[src/pkg/ppfm_pkg.sv]
// Purpose: constants and types for the port pin function mux of ports 3 to 8
// Assumes: direction bit 1 = input, 0 = output; pins are synchronous to core_clk
package ppfm_pkg;
	localparam int P3_W = 7;
	localparam int P4_W = 8;
	localparam int P5_W = 8;
	localparam int P6_W = 4;
	localparam int P7_W = 6;
	localparam int P8_W = 1;
	localparam int P3_OD_W = 4;
	localparam int P3_PU_W = 3;
	localparam int CAP_N = 4;
	// port 3 pin positions
	localparam int P3_SER0 = 4;
	localparam int P3_SER1 = 5;
	localparam int P3_SER2 = 6;
	// port 6 pin positions
	localparam int P6_RD = 0;
	localparam int P6_WR = 1;
	localparam int P6_WAIT = 2;
	localparam int P6_ADDR_LATCH_STROBE = 3;
	// port 7 pin positions
	localparam int P7_T16A = 0;
	localparam int P7_T16A_CAP = 1;
	localparam int P7_T8A = 2;
	localparam int P7_T8B = 3;
	localparam int P7_PCL = 4;
	localparam int P7_T16B = 5;
	// capture edge slots
	localparam int CAP_T16A = 0;
	localparam int CAP_T16A_2ND = 1;
	localparam int CAP_T16B_2ND = 2;
	localparam int CAP_T16B = 3;
	// reset values
	localparam logic [7:0] DIR_RST = 8'hFF;
	localparam logic [7:0] PU_RST = 8'h00;
	localparam logic [7:0] LATCH_RST = 8'h00;

	typedef enum logic [1:0] {
		PPFM_EDGE_FALL = 2'b00,
		PPFM_EDGE_RISE = 2'b01,
		PPFM_EDGE_BOTH = 2'b10,
		PPFM_EDGE_NONE = 2'b11
	} ppfm_edge_t;

	typedef enum logic {
		PPFM_P3_CLOCKED = 1'b0,
		PPFM_P3_ASYNC = 1'b1
	} ppfm_p3_sel_t;

	typedef struct packed {
		logic [P3_W-1:0] port3_direction_reg;
		logic [P3_PU_W-1:0] port3_pullup_option;
		logic [P3_W-1:0] p3_latch;
		logic [P3_PU_W-1:0] p3_ctrl;
		ppfm_p3_sel_t p3_sel;
		logic [P4_W-1:0] port4_direction_reg;
		logic [P4_W-1:0] port4_pullup_option;
		logic [P4_W-1:0] p4_latch;
		logic [P5_W-1:0] port5_direction_reg;
		logic [P5_W-1:0] port5_pullup_option;
		logic [P5_W-1:0] p5_latch;
		logic [P6_W-1:0] port6_direction_reg;
		logic [P6_W-1:0] port6_pullup_option;
		logic [P6_W-1:0] p6_latch;
		logic mem_exp;
		logic wait_en;
		logic [P7_W-1:0] port7_direction_reg;
		logic [P7_W-1:0] port7_pullup_option;
		logic [P7_W-1:0] p7_latch;
		logic [P7_W-1:0] p7_ctrl;
		logic p7_buz_sel;
		ppfm_edge_t [CAP_N-1:0] cap_edge;
		logic port8_direction_reg;
		logic port8_pullup_option;
		logic p8_latch;
		logic p8_ctrl;
	} ppfm_cfg_t;

	typedef struct packed {
		logic [7:0] ad_out;
		logic ad_drive;
		logic [7:0] addr_hi;
		logic rd_n;
		logic wr_n;
		logic addr_latch_strobe;
	} ppfm_membus_t;

	typedef struct packed {
		logic csb_data_out;
		logic csb_sck_out;
		logic csb_sck_drive;
		logic asb_transmit_out;
	} ppfm_ser_src_t;

	typedef struct packed {
		logic tmr16a_out;
		logic tmr16b_out;
		logic tmr8a_out;
		logic tmr8b_out;
		logic clock_out_pin;
		logic buzzer_out_pin;
	} ppfm_tmr_src_t;
endpackage : ppfm_pkg

[src/rtl/ppfm_edge_det.sv]
// Purpose: per-bit edge detector with selectable valid edge, one-cycle pulse out
// Assumes: din is synchronous to core_clk
// Notes: no pulse on the first cycle after reset
`timescale 1ns/100ps
module ppfm_edge_det #(
	parameter int W = 1
) (
	input wire logic core_clk,
	input wire logic rst,
	input wire logic [W-1:0] din,
	input wire logic [2*W-1:0] sel,
	output logic [W-1:0] pulse
);
	typedef struct packed {
		logic [W-1:0] prev;
		logic [W-1:0] pulse;
		logic primed;
	} ppfm_edge_st_t;

	ppfm_edge_st_t st;
	ppfm_edge_st_t next_st;

	always_comb begin
		next_st = st;
		next_st.prev = din;
		next_st.primed = 1'b1;
		for (int i = 0; i < W; i++) begin
			case (sel[2*i +: 2])
				ppfm_pkg::PPFM_EDGE_FALL: next_st.pulse[i] = st.primed & st.prev[i] & ~din[i];
				ppfm_pkg::PPFM_EDGE_RISE: next_st.pulse[i] = st.primed & ~st.prev[i] & din[i];
				ppfm_pkg::PPFM_EDGE_BOTH: next_st.pulse[i] = st.primed & (st.prev[i] ^ din[i]);
				default: next_st.pulse[i] = 1'b0;
			endcase
		end
		if (rst) begin
			next_st = '0;
		end
	end

	always_ff @(posedge core_clk) begin
		st <= next_st;
	end

	assign pulse = st.pulse;
endmodule : ppfm_edge_det

[src/rtl/ppfm_port_mux.sv]
// Purpose: pin function mux for ports 3 to 8: GPIO, serial, memory bus, timers
// Assumes: all pin inputs synchronous to core_clk; oe_n low means the pin is driven
// Notes: all outputs registered; pins follow peripherals one cycle later
`timescale 1ns/100ps
module ppfm_port_mux (
	input wire logic core_clk,
	input wire logic srst,
	input wire logic sys_reset_n,
	input wire logic cfg_load,
	input ppfm_pkg::ppfm_cfg_t cfg_in,
	output ppfm_pkg::ppfm_cfg_t cfg_q,
	input wire logic key_flag_clr,
	input ppfm_pkg::ppfm_ser_src_t ser_src,
	input ppfm_pkg::ppfm_membus_t mem_bus,
	input ppfm_pkg::ppfm_tmr_src_t tmr_src,
	input wire logic [ppfm_pkg::P3_W-1:0] p3_pin_in,
	output logic [ppfm_pkg::P3_W-1:0] p3_pin_out,
	output logic [ppfm_pkg::P3_W-1:0] p3_pin_oe_n,
	output logic [ppfm_pkg::P3_W-1:0] p3_pullup_en,
	output logic [ppfm_pkg::P3_W-1:0] p3_read,
	input wire logic [ppfm_pkg::P4_W-1:0] p4_pin_in,
	output logic [ppfm_pkg::P4_W-1:0] p4_pin_out,
	output logic [ppfm_pkg::P4_W-1:0] p4_pin_oe_n,
	output logic [ppfm_pkg::P4_W-1:0] p4_pullup_en,
	output logic [ppfm_pkg::P4_W-1:0] p4_read,
	input wire logic [ppfm_pkg::P5_W-1:0] p5_pin_in,
	output logic [ppfm_pkg::P5_W-1:0] p5_pin_out,
	output logic [ppfm_pkg::P5_W-1:0] p5_pin_oe_n,
	output logic [ppfm_pkg::P5_W-1:0] p5_pullup_en,
	output logic [ppfm_pkg::P5_W-1:0] p5_read,
	input wire logic [ppfm_pkg::P6_W-1:0] p6_pin_in,
	output logic [ppfm_pkg::P6_W-1:0] p6_pin_out,
	output logic [ppfm_pkg::P6_W-1:0] p6_pin_oe_n,
	output logic [ppfm_pkg::P6_W-1:0] p6_pullup_en,
	output logic [ppfm_pkg::P6_W-1:0] p6_read,
	input wire logic [ppfm_pkg::P7_W-1:0] p7_pin_in,
	output logic [ppfm_pkg::P7_W-1:0] p7_pin_out,
	output logic [ppfm_pkg::P7_W-1:0] p7_pin_oe_n,
	output logic [ppfm_pkg::P7_W-1:0] p7_pullup_en,
	output logic [ppfm_pkg::P7_W-1:0] p7_read,
	input wire logic p8_pin_in,
	output logic p8_pin_out,
	output logic p8_pin_oe_n,
	output logic p8_pullup_en,
	output logic p8_read,
	output logic csb_data_in,
	output logic csb_serial_clock,
	output logic asb_receive_in,
	output logic asb_baud_clock_in,
	output logic csa_chip_select_n,
	output logic [7:0] mem_ad_in,
	output logic mem_wait_req,
	output logic key_return_req_flag,
	output logic key_return_interrupt,
	output logic tmr16a_count_capture_in,
	output logic tmr16b_count_capture_in,
	output logic tmr16a_capture_in,
	output logic tmr16b_capture_in,
	output logic tmr8a_count_in,
	output logic tmr8b_count_in,
	output logic tmr16a_capture_first_trig,
	output logic tmr16a_capture_second_trig,
	output logic tmr16b_capture_first_trig,
	output logic tmr16b_capture_second_trig
);
	typedef struct packed {
		ppfm_pkg::ppfm_cfg_t cfg;
		logic [ppfm_pkg::P3_W-1:0] p3_out;
		logic [ppfm_pkg::P3_W-1:0] p3_oe_n;
		logic [ppfm_pkg::P3_W-1:0] p3_pu;
		logic [ppfm_pkg::P3_W-1:0] p3_rd;
		logic [ppfm_pkg::P4_W-1:0] p4_out;
		logic [ppfm_pkg::P4_W-1:0] p4_oe_n;
		logic [ppfm_pkg::P4_W-1:0] p4_pu;
		logic [ppfm_pkg::P4_W-1:0] p4_rd;
		logic [ppfm_pkg::P5_W-1:0] p5_out;
		logic [ppfm_pkg::P5_W-1:0] p5_oe_n;
		logic [ppfm_pkg::P5_W-1:0] p5_pu;
		logic [ppfm_pkg::P5_W-1:0] p5_rd;
		logic [ppfm_pkg::P6_W-1:0] p6_out;
		logic [ppfm_pkg::P6_W-1:0] p6_oe_n;
		logic [ppfm_pkg::P6_W-1:0] p6_pu;
		logic [ppfm_pkg::P6_W-1:0] p6_rd;
		logic [ppfm_pkg::P7_W-1:0] p7_out;
		logic [ppfm_pkg::P7_W-1:0] p7_oe_n;
		logic [ppfm_pkg::P7_W-1:0] p7_pu;
		logic [ppfm_pkg::P7_W-1:0] p7_rd;
		logic p8_out;
		logic p8_oe_n;
		logic p8_pu;
		logic p8_rd;
		logic csb_di;
		logic csb_sck;
		logic asb_rx;
		logic asb_bclk;
		logic csa_cs_n;
		logic [7:0] ad_in;
		logic wait_req;
		logic key_flag;
		logic key_irq;
		logic t16a_in;
		logic t16b_in;
		logic t16a_cap;
		logic t16b_cap;
		logic t8a_in;
		logic t8b_in;
		logic t16a_first;
		logic t16a_second;
		logic t16b_first;
		logic t16b_second;
	} ppfm_mux_st_t;

	ppfm_mux_st_t st;
	ppfm_mux_st_t next_st;
	logic rst;
	logic [ppfm_pkg::P4_W-1:0] p4_fall;
	logic [ppfm_pkg::CAP_N-1:0] cap_pulse;
	logic [ppfm_pkg::CAP_N-1:0] cap_level;
	logic p3_clk_mode;

	// either reset source holds the whole block
	assign rst = srst | ~sys_reset_n;
	assign p3_clk_mode = (st.cfg.p3_sel == ppfm_pkg::PPFM_P3_CLOCKED);
	assign cap_level = {p7_pin_in[ppfm_pkg::P7_T16B], p7_pin_in[ppfm_pkg::P7_PCL],
		p7_pin_in[ppfm_pkg::P7_T16A_CAP], p7_pin_in[ppfm_pkg::P7_T16A]};

	// falling edges on port 4
	ppfm_edge_det #(.W(ppfm_pkg::P4_W)) u_key_edge (
		.core_clk(core_clk),
		.rst(rst),
		.din(p4_pin_in),
		.sel({ppfm_pkg::P4_W{ppfm_pkg::PPFM_EDGE_FALL}}),
		.pulse(p4_fall)
	);

	// capture trigger edges, live in port mode too
	ppfm_edge_det #(.W(ppfm_pkg::CAP_N)) u_cap_edge (
		.core_clk(core_clk),
		.rst(rst),
		.din(cap_level),
		.sel(st.cfg.cap_edge),
		.pulse(cap_pulse)
	);

	always_comb begin
		next_st = st;
		if (cfg_load) begin
			next_st.cfg = cfg_in;
		end
		// port 3 open-drain half: drive low only
		for (int i = 0; i < ppfm_pkg::P3_OD_W; i++) begin
			next_st.p3_out[i] = 1'b0;
			next_st.p3_oe_n[i] = st.cfg.port3_direction_reg[i] | st.cfg.p3_latch[i];
		end
		// port 3 push-pull half
		for (int i = ppfm_pkg::P3_OD_W; i < ppfm_pkg::P3_W; i++) begin
			next_st.p3_out[i] = st.cfg.p3_latch[i];
			next_st.p3_oe_n[i] = st.cfg.port3_direction_reg[i];
		end
		if (st.cfg.p3_ctrl[0]) begin
			next_st.p3_out[ppfm_pkg::P3_SER0] = ser_src.asb_transmit_out;
			next_st.p3_oe_n[ppfm_pkg::P3_SER0] = p3_clk_mode;
		end
		if (st.cfg.p3_ctrl[1]) begin
			next_st.p3_out[ppfm_pkg::P3_SER1] = ser_src.csb_data_out;
			next_st.p3_oe_n[ppfm_pkg::P3_SER1] = ~p3_clk_mode;
		end
		if (st.cfg.p3_ctrl[2]) begin
			next_st.p3_out[ppfm_pkg::P3_SER2] = ser_src.csb_sck_out;
			next_st.p3_oe_n[ppfm_pkg::P3_SER2] = ~(p3_clk_mode & ser_src.csb_sck_drive);
		end
		next_st.p3_pu = {st.cfg.port3_pullup_option & next_st.p3_oe_n[ppfm_pkg::P3_W-1:
			ppfm_pkg::P3_OD_W], {ppfm_pkg::P3_OD_W{1'b0}}};
		next_st.p3_rd = p3_pin_in;
		next_st.csb_di = (st.cfg.p3_ctrl[0] & p3_clk_mode) ? p3_pin_in[ppfm_pkg::P3_SER0] : 1'b1;
		next_st.asb_rx = (st.cfg.p3_ctrl[1] & ~p3_clk_mode) ? p3_pin_in[ppfm_pkg::P3_SER1] : 1'b1;
		next_st.csb_sck = (st.cfg.p3_ctrl[2] & p3_clk_mode) ? p3_pin_in[ppfm_pkg::P3_SER2] : 1'b1;
		next_st.asb_bclk = (st.cfg.p3_ctrl[2] & ~p3_clk_mode) ? p3_pin_in[ppfm_pkg::P3_SER2] : 1'b0;

		// port 4: GPIO or low address/data bus
		if (st.cfg.mem_exp) begin
			next_st.p4_out = mem_bus.ad_out;
			next_st.p4_oe_n = {ppfm_pkg::P4_W{~mem_bus.ad_drive}};
		end else begin
			next_st.p4_out = st.cfg.p4_latch;
			next_st.p4_oe_n = st.cfg.port4_direction_reg;
		end
		next_st.p4_pu = st.cfg.port4_pullup_option & next_st.p4_oe_n;
		next_st.p4_rd = p4_pin_in;
		next_st.ad_in = p4_pin_in;
		// set wins over a clear in the same cycle
		if (key_flag_clr) begin
			next_st.key_flag = 1'b0;
		end
		if (|p4_fall) begin
			next_st.key_flag = 1'b1;
		end
		next_st.key_irq = |p4_fall;

		// port 5: GPIO or high address byte
		if (st.cfg.mem_exp) begin
			next_st.p5_out = mem_bus.addr_hi;
			next_st.p5_oe_n = '0;
		end else begin
			next_st.p5_out = st.cfg.p5_latch;
			next_st.p5_oe_n = st.cfg.port5_direction_reg;
		end
		next_st.p5_pu = st.cfg.port5_pullup_option & next_st.p5_oe_n;
		next_st.p5_rd = p5_pin_in;

		// port 6: GPIO or bus strobes and wait
		next_st.p6_out = st.cfg.p6_latch;
		next_st.p6_oe_n = st.cfg.port6_direction_reg;
		next_st.wait_req = 1'b0;
		if (st.cfg.mem_exp) begin
			next_st.p6_out[ppfm_pkg::P6_RD] = mem_bus.rd_n;
			next_st.p6_out[ppfm_pkg::P6_WR] = mem_bus.wr_n;
			next_st.p6_out[ppfm_pkg::P6_ADDR_LATCH_STROBE] = mem_bus.addr_latch_strobe;
			next_st.p6_oe_n[ppfm_pkg::P6_RD] = 1'b0;
			next_st.p6_oe_n[ppfm_pkg::P6_WR] = 1'b0;
			next_st.p6_oe_n[ppfm_pkg::P6_ADDR_LATCH_STROBE] = 1'b0;
			if (st.cfg.wait_en) begin
				next_st.p6_oe_n[ppfm_pkg::P6_WAIT] = 1'b1;
				next_st.wait_req = ~p6_pin_in[ppfm_pkg::P6_WAIT];
			end
		end
		// without wait_en the wait pin keeps its GPIO setting above
		next_st.p6_pu = st.cfg.port6_pullup_option & next_st.p6_oe_n;
		next_st.p6_rd = p6_pin_in;

		// port 7: GPIO or timer, clock and buzzer pins
		next_st.p7_out = st.cfg.p7_latch;
		next_st.p7_oe_n = st.cfg.port7_direction_reg;
		if (st.cfg.p7_ctrl[ppfm_pkg::P7_T16A]) begin
			next_st.p7_out[ppfm_pkg::P7_T16A] = tmr_src.tmr16a_out;
		end
		if (st.cfg.p7_ctrl[ppfm_pkg::P7_T16A_CAP]) begin
			next_st.p7_oe_n[ppfm_pkg::P7_T16A_CAP] = 1'b1;
		end
		if (st.cfg.p7_ctrl[ppfm_pkg::P7_T8A]) begin
			next_st.p7_out[ppfm_pkg::P7_T8A] = tmr_src.tmr8a_out;
		end
		if (st.cfg.p7_ctrl[ppfm_pkg::P7_T8B]) begin
			next_st.p7_out[ppfm_pkg::P7_T8B] = tmr_src.tmr8b_out;
		end
		if (st.cfg.p7_ctrl[ppfm_pkg::P7_PCL]) begin
			next_st.p7_out[ppfm_pkg::P7_PCL] = tmr_src.clock_out_pin;
		end
		if (st.cfg.p7_ctrl[ppfm_pkg::P7_T16B]) begin
			next_st.p7_out[ppfm_pkg::P7_T16B] = st.cfg.p7_buz_sel ? tmr_src.buzzer_out_pin :
				tmr_src.tmr16b_out;
		end
		next_st.p7_pu = st.cfg.port7_pullup_option & next_st.p7_oe_n;
		next_st.p7_rd = p7_pin_in;
		// input levels toward the timers
		next_st.t16a_in = p7_pin_in[ppfm_pkg::P7_T16A];
		next_st.t16a_cap = p7_pin_in[ppfm_pkg::P7_T16A_CAP];
		next_st.t8a_in = p7_pin_in[ppfm_pkg::P7_T8A];
		next_st.t8b_in = p7_pin_in[ppfm_pkg::P7_T8B];
		next_st.t16b_cap = p7_pin_in[ppfm_pkg::P7_PCL];
		next_st.t16b_in = p7_pin_in[ppfm_pkg::P7_T16B];
		// primary input triggers both, secondary only the first
		next_st.t16a_first = cap_pulse[ppfm_pkg::CAP_T16A] |
			cap_pulse[ppfm_pkg::CAP_T16A_2ND];
		next_st.t16a_second = cap_pulse[ppfm_pkg::CAP_T16A];
		next_st.t16b_first = cap_pulse[ppfm_pkg::CAP_T16B] |
			cap_pulse[ppfm_pkg::CAP_T16B_2ND];
		next_st.t16b_second = cap_pulse[ppfm_pkg::CAP_T16B];

		// port 8: GPIO or chip select input
		next_st.p8_out = st.cfg.p8_latch;
		next_st.p8_oe_n = st.cfg.port8_direction_reg | st.cfg.p8_ctrl;
		next_st.p8_pu = st.cfg.port8_pullup_option & next_st.p8_oe_n;
		next_st.p8_rd = p8_pin_in;
		next_st.csa_cs_n = st.cfg.p8_ctrl ? p8_pin_in : 1'b1;

		if (rst) begin
			next_st = '0;
			next_st.cfg.port3_direction_reg = ppfm_pkg::DIR_RST[ppfm_pkg::P3_W-1:0];
			next_st.cfg.port3_pullup_option = ppfm_pkg::PU_RST[ppfm_pkg::P3_PU_W-1:0];
			next_st.cfg.p3_latch = ppfm_pkg::LATCH_RST[ppfm_pkg::P3_W-1:0];
			next_st.cfg.port4_direction_reg = ppfm_pkg::DIR_RST[ppfm_pkg::P4_W-1:0];
			next_st.cfg.port5_direction_reg = ppfm_pkg::DIR_RST[ppfm_pkg::P5_W-1:0];
			next_st.cfg.port6_direction_reg = ppfm_pkg::DIR_RST[ppfm_pkg::P6_W-1:0];
			next_st.cfg.port7_direction_reg = ppfm_pkg::DIR_RST[ppfm_pkg::P7_W-1:0];
			next_st.cfg.port8_direction_reg = ppfm_pkg::DIR_RST[0];
			next_st.cfg.cap_edge = {ppfm_pkg::CAP_N{ppfm_pkg::PPFM_EDGE_NONE}};
			next_st.p3_oe_n = '1;
			next_st.p4_oe_n = '1;
			next_st.p5_oe_n = '1;
			next_st.p6_oe_n = '1;
			next_st.p7_oe_n = '1;
			next_st.p8_oe_n = 1'b1;
			next_st.csb_di = 1'b1;
			next_st.csb_sck = 1'b1;
			next_st.asb_rx = 1'b1;
			next_st.csa_cs_n = 1'b1;
		end
	end

	always_ff @(posedge core_clk) begin
		st <= next_st;
	end

	assign cfg_q = st.cfg;
	assign p3_pin_out = st.p3_out;
	assign p3_pin_oe_n = st.p3_oe_n;
	assign p3_pullup_en = st.p3_pu;
	assign p3_read = st.p3_rd;
	assign p4_pin_out = st.p4_out;
	assign p4_pin_oe_n = st.p4_oe_n;
	assign p4_pullup_en = st.p4_pu;
	assign p4_read = st.p4_rd;
	assign p5_pin_out = st.p5_out;
	assign p5_pin_oe_n = st.p5_oe_n;
	assign p5_pullup_en = st.p5_pu;
	assign p5_read = st.p5_rd;
	assign p6_pin_out = st.p6_out;
	assign p6_pin_oe_n = st.p6_oe_n;
	assign p6_pullup_en = st.p6_pu;
	assign p6_read = st.p6_rd;
	assign p7_pin_out = st.p7_out;
	assign p7_pin_oe_n = st.p7_oe_n;
	assign p7_pullup_en = st.p7_pu;
	assign p7_read = st.p7_rd;
	assign p8_pin_out = st.p8_out;
	assign p8_pin_oe_n = st.p8_oe_n;
	assign p8_pullup_en = st.p8_pu;
	assign p8_read = st.p8_rd;
	assign csb_data_in = st.csb_di;
	assign csb_serial_clock = st.csb_sck;
	assign asb_receive_in = st.asb_rx;
	assign asb_baud_clock_in = st.asb_bclk;
	assign csa_chip_select_n = st.csa_cs_n;
	assign mem_ad_in = st.ad_in;
	assign mem_wait_req = st.wait_req;
	assign key_return_req_flag = st.key_flag;
	assign key_return_interrupt = st.key_irq;
	assign tmr16a_count_capture_in = st.t16a_in;
	assign tmr16b_count_capture_in = st.t16b_in;
	assign tmr16a_capture_in = st.t16a_cap;
	assign tmr16b_capture_in = st.t16b_cap;
	assign tmr8a_count_in = st.t8a_in;
	assign tmr8b_count_in = st.t8b_in;
	assign tmr16a_capture_first_trig = st.t16a_first;
	assign tmr16a_capture_second_trig = st.t16a_second;
	assign tmr16b_capture_first_trig = st.t16b_first;
	assign tmr16b_capture_second_trig = st.t16b_second;
endmodule : ppfm_port_mux

[config.mk]
export PLATFORM = sky130hd
export DESIGN_NAME = ppfm_port_mux
export DESIGN_NICKNAME = d
export VERILOG_FILES = /design/src/pkg/ppfm_pkg.sv /design/src/rtl/ppfm_edge_det.sv /design/src/rtl/ppfm_port_mux.sv
export SDC_FILE = /design/constraint.sdc
export NUM_CORES = 1
export LEC_CHECK = 0
export ABC_AREA = 1
export BUFFER_PORTS_ARGS = -buffer_cell sky130_fd_sc_hd__buf_2
export CAP_MARGIN = 20
export CORE_AREA = 5 5 180 182
export CTS_CLUSTER_SIZE = 16
export DETAILED_ROUTE_END_ITERATION = 12
export DIE_AREA = 0 0 185 187
export PLACE_DENSITY = 0.61
export SLEW_MARGIN = 20
export SYNTH_ARGS = -nofsm -noshare
export SYNTH_HDL_FRONTEND = slang
export SYNTH_SLANG_ARGS = --single-unit
[constraint.sdc]
create_clock -name core_clk -period 1.2 [get_ports core_clk]
set_clock_uncertainty 0.05 [all_clocks]
set_input_delay 0.24 -clock core_clk [delete_from_list [all_inputs] [get_ports core_clk]]
set_output_delay 0.24 -clock core_clk [all_outputs]
set_load 0.02 [all_outputs]
; Yosys cells after proc, flatten, opt, wreduce, memory -nomap -nowiden
; Cells that the tools add are included.
[op_classes]
bitwise_logic = 87
n_reduce_logical = 12
n_eq_ne = 8
mux = 26
[ops]
columns = op, n
row1 = 1-bit AND, 42
row2 = 16-bit two-way mux, 2
row3 = 1-bit NOT, 28
row4 = 1-bit two-way mux, 19
row5 = 8-bit AND, 2
row6 = 1-bit one-hot mux with 3 select lines, 4
row7 = 2-bit OR reduction, 5
row8 = 2-bit by 1-bit equality test with 1-bit output (second input constant), 4
row9 = 2-bit equality test (second input constant), 4
row10 = 2-bit zero test, 4
row11 = 1-bit bitwise OR, 8
row12 = 8-bit OR reduction, 1
row13 = 6-bit AND, 1
row14 = 6-bit two-way mux, 1
row15 = 4-bit AND, 1
row16 = 1-bit bitwise XOR, 4
row17 = 3-bit AND, 1
row18 = 3-bit OR reduction, 1
row19 = 2-bit nonzero test, 1
[word_totals]
regBits = 292
in_bits = 189
output_inout_bits = 282
elab_cells = 211

; Logic depth before layout (Yosys ltp)
; Gate-level depths: netlist of the first run.
[logic_depth]
word_depth = 5
ltp_mapped = 6
depth_no_buf = 5

; Modules after synthesis
; A second synthesis of the first run with hierarchy kept.
[unflattened]
hier_cells = 1223
hier_area_um2 = 9770.6
[by_module_without_submodules]
columns = module, cells_each, seq_area_each_um2, area_each_um2, instances
row1 = ppfm_port_mux, 1021, 5205.0, 8483.1, 1
row2 = ppfm_edge_det (u_key_edge), 132, 340.3, 850.8, 1
row3 = ppfm_edge_det (u_cap_edge), 70, 180.2, 436.7, 1

; Worst setup path before layout of the first run
; No wires, ideal clock.
[synth_timing]
path_type = register to register
startpoint = register st, in the netlist cfg_q[38]
endpoint = register st, in the netlist p6_pullup_en[2]
setup_slack_ps = 66
path_stages_with_launch = 5
required_ps = 1086
synth_period_minus_slack_ps = 1134
arrival_time_ps = 1020
path_cell_list = dfxtp_1 > buf_2 > buf_2 > a21oi_1 > nor2_1
[synth_between]
elab_chain_len = 2
[synth_rtl]
columns = element, line
row1 = "start, declared", ppfm_port_mux.sv:113  ; ppfm_mux_st_t st;
row2 = "start signal, assigned", ppfm_port_mux.sv:302  ; st <= next_st;
row3 = 6-bit two-way mux, ppfm_port_mux.sv:215  ; if (st.cfg.mem_exp) begin
row4 = 4-bit AND, ppfm_port_mux.sv:228  ; next_st.p6_pu = st.cfg.port6_pullup_option & next_st.p6_oe_n;
; No other way between the ends.
; A chain may end at the register's enable or synchronous reset.

; Worst setup path in the final report of the first run
[layout_timing]
startpoint = register st, in the netlist cfg_q[38]
endpoint = output cfg_q[38] in the netlist's numbering
[layout_lines]
columns = element, line
row1 = "end, declared", ppfm_port_mux.sv:11  ; output ppfm_pkg::ppfm_cfg_t cfg_q,
; No word-level cell between the ends.

==> impl_metrics.ini, run 1 <==
[final_layout]
final_common_cell = buf_6
layout_common_cells = buf_6 (273), nand2_1 (262), dfxtp_2 (231)
nets = 2017
area_growth_pct = 99.6
drive_gt1_frac = 0.517

[die]
io_pins = 471
fp-row-count = 64
start_util = 0.294
die_area_mm2 = 0.0346
core_mm2 = 0.0304
die_h_um = 187
die_w_um = 185

[routing]
wl_met1_um = 14900
via_count = 10600
routed-wl-met3_um = 3690
vias_per_cell = 4.71
wire_per_inst_um = 19.0
ant_nets = 0
detailedRoute.firstPassIterationCount = 5
drt_iter0_markers = 581
drt_wl_total_um = 42900
drc = 0
top_layer = met5
met2WireLength_um = 21700

[setup_path]
cp.arrival_ps = 1140
required_ps = 910
cp_max_fo = 2
r2r_setup_slack_ps = -50
cp-end-kind = output pin
r2r-start = cfg_q[38]
rr_endpoint = p4_pullup_en[3]
crit_type = reg -> out
ff2ff_path_depth = 6
start_kind = flip-flop

[synth]
avgSynthCellArea_um2 = 8.41
seq_area_frac_synth = 0.612
yosysUniqueCellTypes = 20
ys_warn_count = 0
synthCells = 1062
synth_seq_cells = 273
netlist_area_mm2 = 0.00893

[min_path]
min_to = cfg_q[114]
min_path_type = in -> reg
min_from = cfg_load
hold_depth = 3

[global_route]
grt_overflow = 0
grt_pass1_wl_um = 62200
antenna_found_initial = 6
grt_pass1_vias = 11000
grt_start_max_net_pins = 51
track_usage = 0.227

[status]
violations = setup timing
status = finished with violations

[flow_run]
cap_viol_max_count = 0

[pwr]
power.density_mw_per_mm2 = 1230
internal_power_uw = 16400
p_leak_uw = 0.00834
comb_power_share = 0.146
seqPwrFrac = 0.435
peakVddDrop_mv = 1.09
clkPwrFrac = 0.419
power.switching_uw = 5530
p_sw_frac = 0.252

[timing]
setup_viol = 289
fmax_mhz = 698
finalMaxSlewViolations = 0
grt_setup_unrepaired = true
fin_crit_sh = 1.19
fin_setup_tns_ps = -26260
layout_setup_ws_ps = -233
hold_viol_final = 0
fin_crit_ps = 1430
hold_ws_ps = 89.6

[clock_network]
cts_max_level = 1
clk_pin_slew_ps = 60
clk_path_buf_depth = 3
clock-sinks = 273
cts_tree = done
clkLatencyLatePin_ps = 550
clockRootBuffer = clkbuf_16
cts_made_buffers = 30

[place]
globalplace.congestion = 0.889
hpwl_um = 25200
io_buffer_count = 462
-- metal layers --
layer  GRT usage  vias up
met3      0.0568      163
met4       0.118        2
met5           0        -
met2       0.407      622
li1            -     4840
met1       0.243     4969
-- power groups by stage --
stage / Clock, µW / Combinational, µW / Sequential [µW]
floorplan: 0 / 721 / 9990
global placement: 0 / 1970 / 9690
detailed placement: 0 / 1980 / 9690
CTS: 9340 / 2990 / 9550
global route: 9700 / 3390 / 9570
finish: 9190 / 3200 / 9550
-- registers in the layout (all words and copies together) (netlist names), 8 cells and up --
signal / flops
p4_pin_oe_n: 8
u_key_edge.pulse: 8
u_key_edge.st: 9
p5_pullup_en: 8
p5_pin_oe_n: 8
p5_pin_out: 8
p4_pin_out: 8
cfg_q: 120
p5_read: 8
p4_pullup_en: 8
-- synthesized netlist by cell type --
library cell	count	share of area
clkbuf_1	17	0.0071
conb_1	1	0.00042
xor2_1	4	0.0039
dfxtp_1	273	0.61
buf_6	3	0.0038
o21ai_1	4	0.0022
nor4_1	2	0.0014
inv_1	108	0.045
clkbuf_2	2	0.0011
nor3_1	14	0.0078
nand3_1	28	0.016
nand4_1	2	0.0014
buf_2	32	0.018
nand2_1	267	0.11
nand3b_1	1	0.00084
nor2_1	78	0.033
a21oi_1	129	0.072
buf_4	28	0.024
o21ai_0	67	0.038
inv_2	2	0.00084
-- critical path, cell delays in order, from the launching register on --
cell,delay [ps]
dfxtp_4,350
buf_12,120
buf_8,120
-- area by class of cell --
class,count,area [µm²]
Antenna cell,5,12.5
Clock buffer,44,905
Clock inverter,11,90.1
Fill cell,2292,12600
Inverter,110,422
Multi-Input combinational cell,604,2700
Sequential cell,273,5860
Tap cell,396,495
Timing Repair Buffer,809,7340
-- stage by stage --
step,total power (µW),instances,cell area (µm²),setup WS [ps],utilization
after floorplan,10700,1069,8960,66.3,-
after global placement,11700,1898,11900,-93.7,0.389
after detailed placement,11700,1898,11900,-130,0.389
after CTS,21900,2214,17400,-260,0.572
after global routing,22700,2251,17800,-260,0.586
final,21900,2252,17800,-233,0.586
-- worst max path at each step --
stage	start	endpoint	slack (ps)
after CTS	cfg_q[38]	cfg_q[38]	-260
after detailed placement	srst	cfg_q[12]	-130
final	cfg_q[38]	cfg_q[38]	-230
after global placement	srst	u_key_edge.pulse[3]	-90
after global routing	cfg_q[38]	cfg_q[38]	-260
after floorplan	cfg_q[38]	p6_pullup_en[2]	70
-- cell families (layout without fill, tap and decap cells) --
group                     after synthesis  after routing  share of synthesized area
and+or+nand+nor                       392            392                      0.172
AOI/OAI and AO/OA                     200            200                      0.112
other                                   1             13                   0.000420
xor gates and xnor gates                4              4                    0.00392
buffers and inverters                 192            974                     0.0997
DFF                                   273            273                      0.612
-- repair_timing --
action                                 CTS  global route
cloned                                   1             2
setup buffers                           76            31
hold buffers                           184             0
resized for setup                      836            34
endpoints found under the hold margin  202             0
pin swaps                                0             1
setup endpoints to repair              279           308
Note: power is estimated with default switching activity, not from simulation.
==> run 2: changes to the inputs <==
CAP_MARGIN = 5   (was 20)
CORE_AREA = 5 5 178 180   (was 5 5 180 182)
CTS_BUF_LIST = sky130_fd_sc_hd__clkbuf_4   (was unset)
DIE_AREA = 0 0 183 185   (was 0 0 185 187)
PLACE_DENSITY = 0.62   (was 0.61)
==> run 2 against run 1 <==
The flow still finishes with violations (setup timing). Total power down 1.9%. Critical path depth unchanged. Routed wire length up 2.2%. Sequential power about the same. Worst setup slack worse by 140 ps. Sequential cell count unchanged. Register-to-register slack worse by 50 ps. Global-route usage up 0.96 points. Largest cell class unchanged.
==> impl_metrics.ini, run 2 (synthesis results as in run 1) <==
[status]
status = finished with violations
violations = setup timing

[die]
io_pins = 471
fp-row-count = 64
start_util = 0.298
die_area_mm2 = 0.0339
core_mm2 = 0.0300
die_h_um = 185
die_w_um = 183

[setup_path]
r2r-start = cfg_q[38]
start_kind = flip-flop
required_ps = 910
path_cells = buf_6 -> buf_6
cp-end-kind = output pin
cp_slowest_cell = dfxtp_4
rr_endpoint = p5_pin_out[2]
ff2ff_path_depth = 6
cpMostUsedCell = buf_6
crit_type = reg -> out
cp.arrival_ps = 1280
cp_max_fo = 2
r2r_setup_slack_ps = -100
max_stage_delay_ps = 350

[final_layout]
finalNonFillerCells = 2346
area_growth_pct = 101
layout_common_cells = buf_6 (278), nand2_1 (260), dfxtp_2 (231)
drive_gt1_frac = 0.523
final_common_cell = buf_6
design_area_mm2 = 0.0180
largest_reg_flops = 120
nets = 2086
fill_cells = 2254

[timing]
setup_viol = 319
fin_crit_sh = 1.31
fmax_mhz = 637
layout_setup_ws_ps = -369
hold_ws_ps = 23.7
fin_crit_ps = 1570
finalMaxSlewViolations = 0
hold_viol_final = 0
grt_setup_unrepaired = true

[global_route]
grt_overflow = 0
grt_pass1_vias = 11700
track_usage = 0.236
grt_start_max_net_pins = 51
antenna_found_initial = 7
grt_pass1_wl_um = 63200

[routing]
routed-wl-met3_um = 3650
drt_wl_total_um = 43800
wire_per_inst_um = 18.7
wl_met1_um = 15100
drt_iter0_markers = 557
detailedRoute.firstPassIterationCount = 5
drc = 0
ant_nets = 0
met2WireLength_um = 22400
top_layer = met5
via_count = 10900
vias_per_cell = 4.67

[clock_network]
cts_made_buffers = 73
clock-sinks = 273
clk_pin_slew_ps = 60
cts_max_level = 3
cts_tree = done
clkLatencyLatePin_ps = 690
clockRootBuffer = clkbuf_4
clk_path_buf_depth = 3

[place]
hpwl_um = 23900
globalplace.congestion = 0.860
io_buffer_count = 462
dp_slack_ps = -21.3
dp_cells = 1889
place_area_mm2 = 0.0117

[min_path]
min_path_type = in -> reg
hold_depth = 4
min_to = cfg_q[92]
min_from = cfg_load

[pwr]
p_total_uw = 21500
peakVddDrop_mv = 0.603
p_leak_uw = 0.00846
power.density_mw_per_mm2 = 1200

[flow_run]
cap_viol_max_count = 0
-- run 2: final cells by class --
| type | instances | area (µm²) | share of cell area |
|---|---|---|---|
| repair buffers | 835 | 7540 | 0.419 |
| flip-flops and latches | 273 | 5860 | 0.326 |
| multi-input cells | 604 | 2700 | 0.150 |
| clock buffers | 104 | 781 | 0.0434 |
| well taps | 396 | 495 | 0.0275 |
| inverters | 110 | 420 | 0.0234 |
| clock inverters | 17 | 173 | 0.00960 |
| diodes | 7 | 17.5 | 0.000973 |
-- run 2: what timing repair did --
| item | in CTS | in global routing |
|---|---|---|
| gates resized for setup | 828 | 51 |
| cloned | 0 | 3 |
| endpoints found under the setup margin | 274 | 328 |
| hold buffers | 228 | 2 |
| hold endpoints to repair | 206 | 2 |
| setup buffers | 73 | 33 |
-- run 2: worst max-delay path by stage --
stage | start | end | cells past startpoint
after floorplan | cfg_q[38] | p6_pullup_en[2] | 4
after global placement | srst | p3_pin_oe_n[0] | 6
after detailed placement | srst | cfg_q[106] | 7
after CTS | cfg_q[38] | cfg_q[38] | 2
after global routing | cfg_q[38] | cfg_q[38] | 2
final | cfg_q[38] | cfg_q[38] | 2
-- run 2: metal layers --
metal	GRT usage	vias up
met1	0.243	5114
met5	0	-
met4	0.142	2
met2	0.425	658
met3	0.0697	165
li1	-	5006
-- run 2: stage by stage --
step	util	TNS, ps
after global placement	0.391	0
after floorplan	-	0
after detailed placement	0.391	-75.9
after global routing	0.599	-92200
final	0.599	-62040
after CTS	0.587	-78970
-- run 2: power by group --
group,switching [µW],internal [µW]
clock network,3910,4820
registers,211,9330
logic,1570,1680
-- run 2: critical path, delay by kind of cell (launching register included) --
kind / cells / cell delay (ps)
flops: 1 / 350
buf+inv: 2 / 240
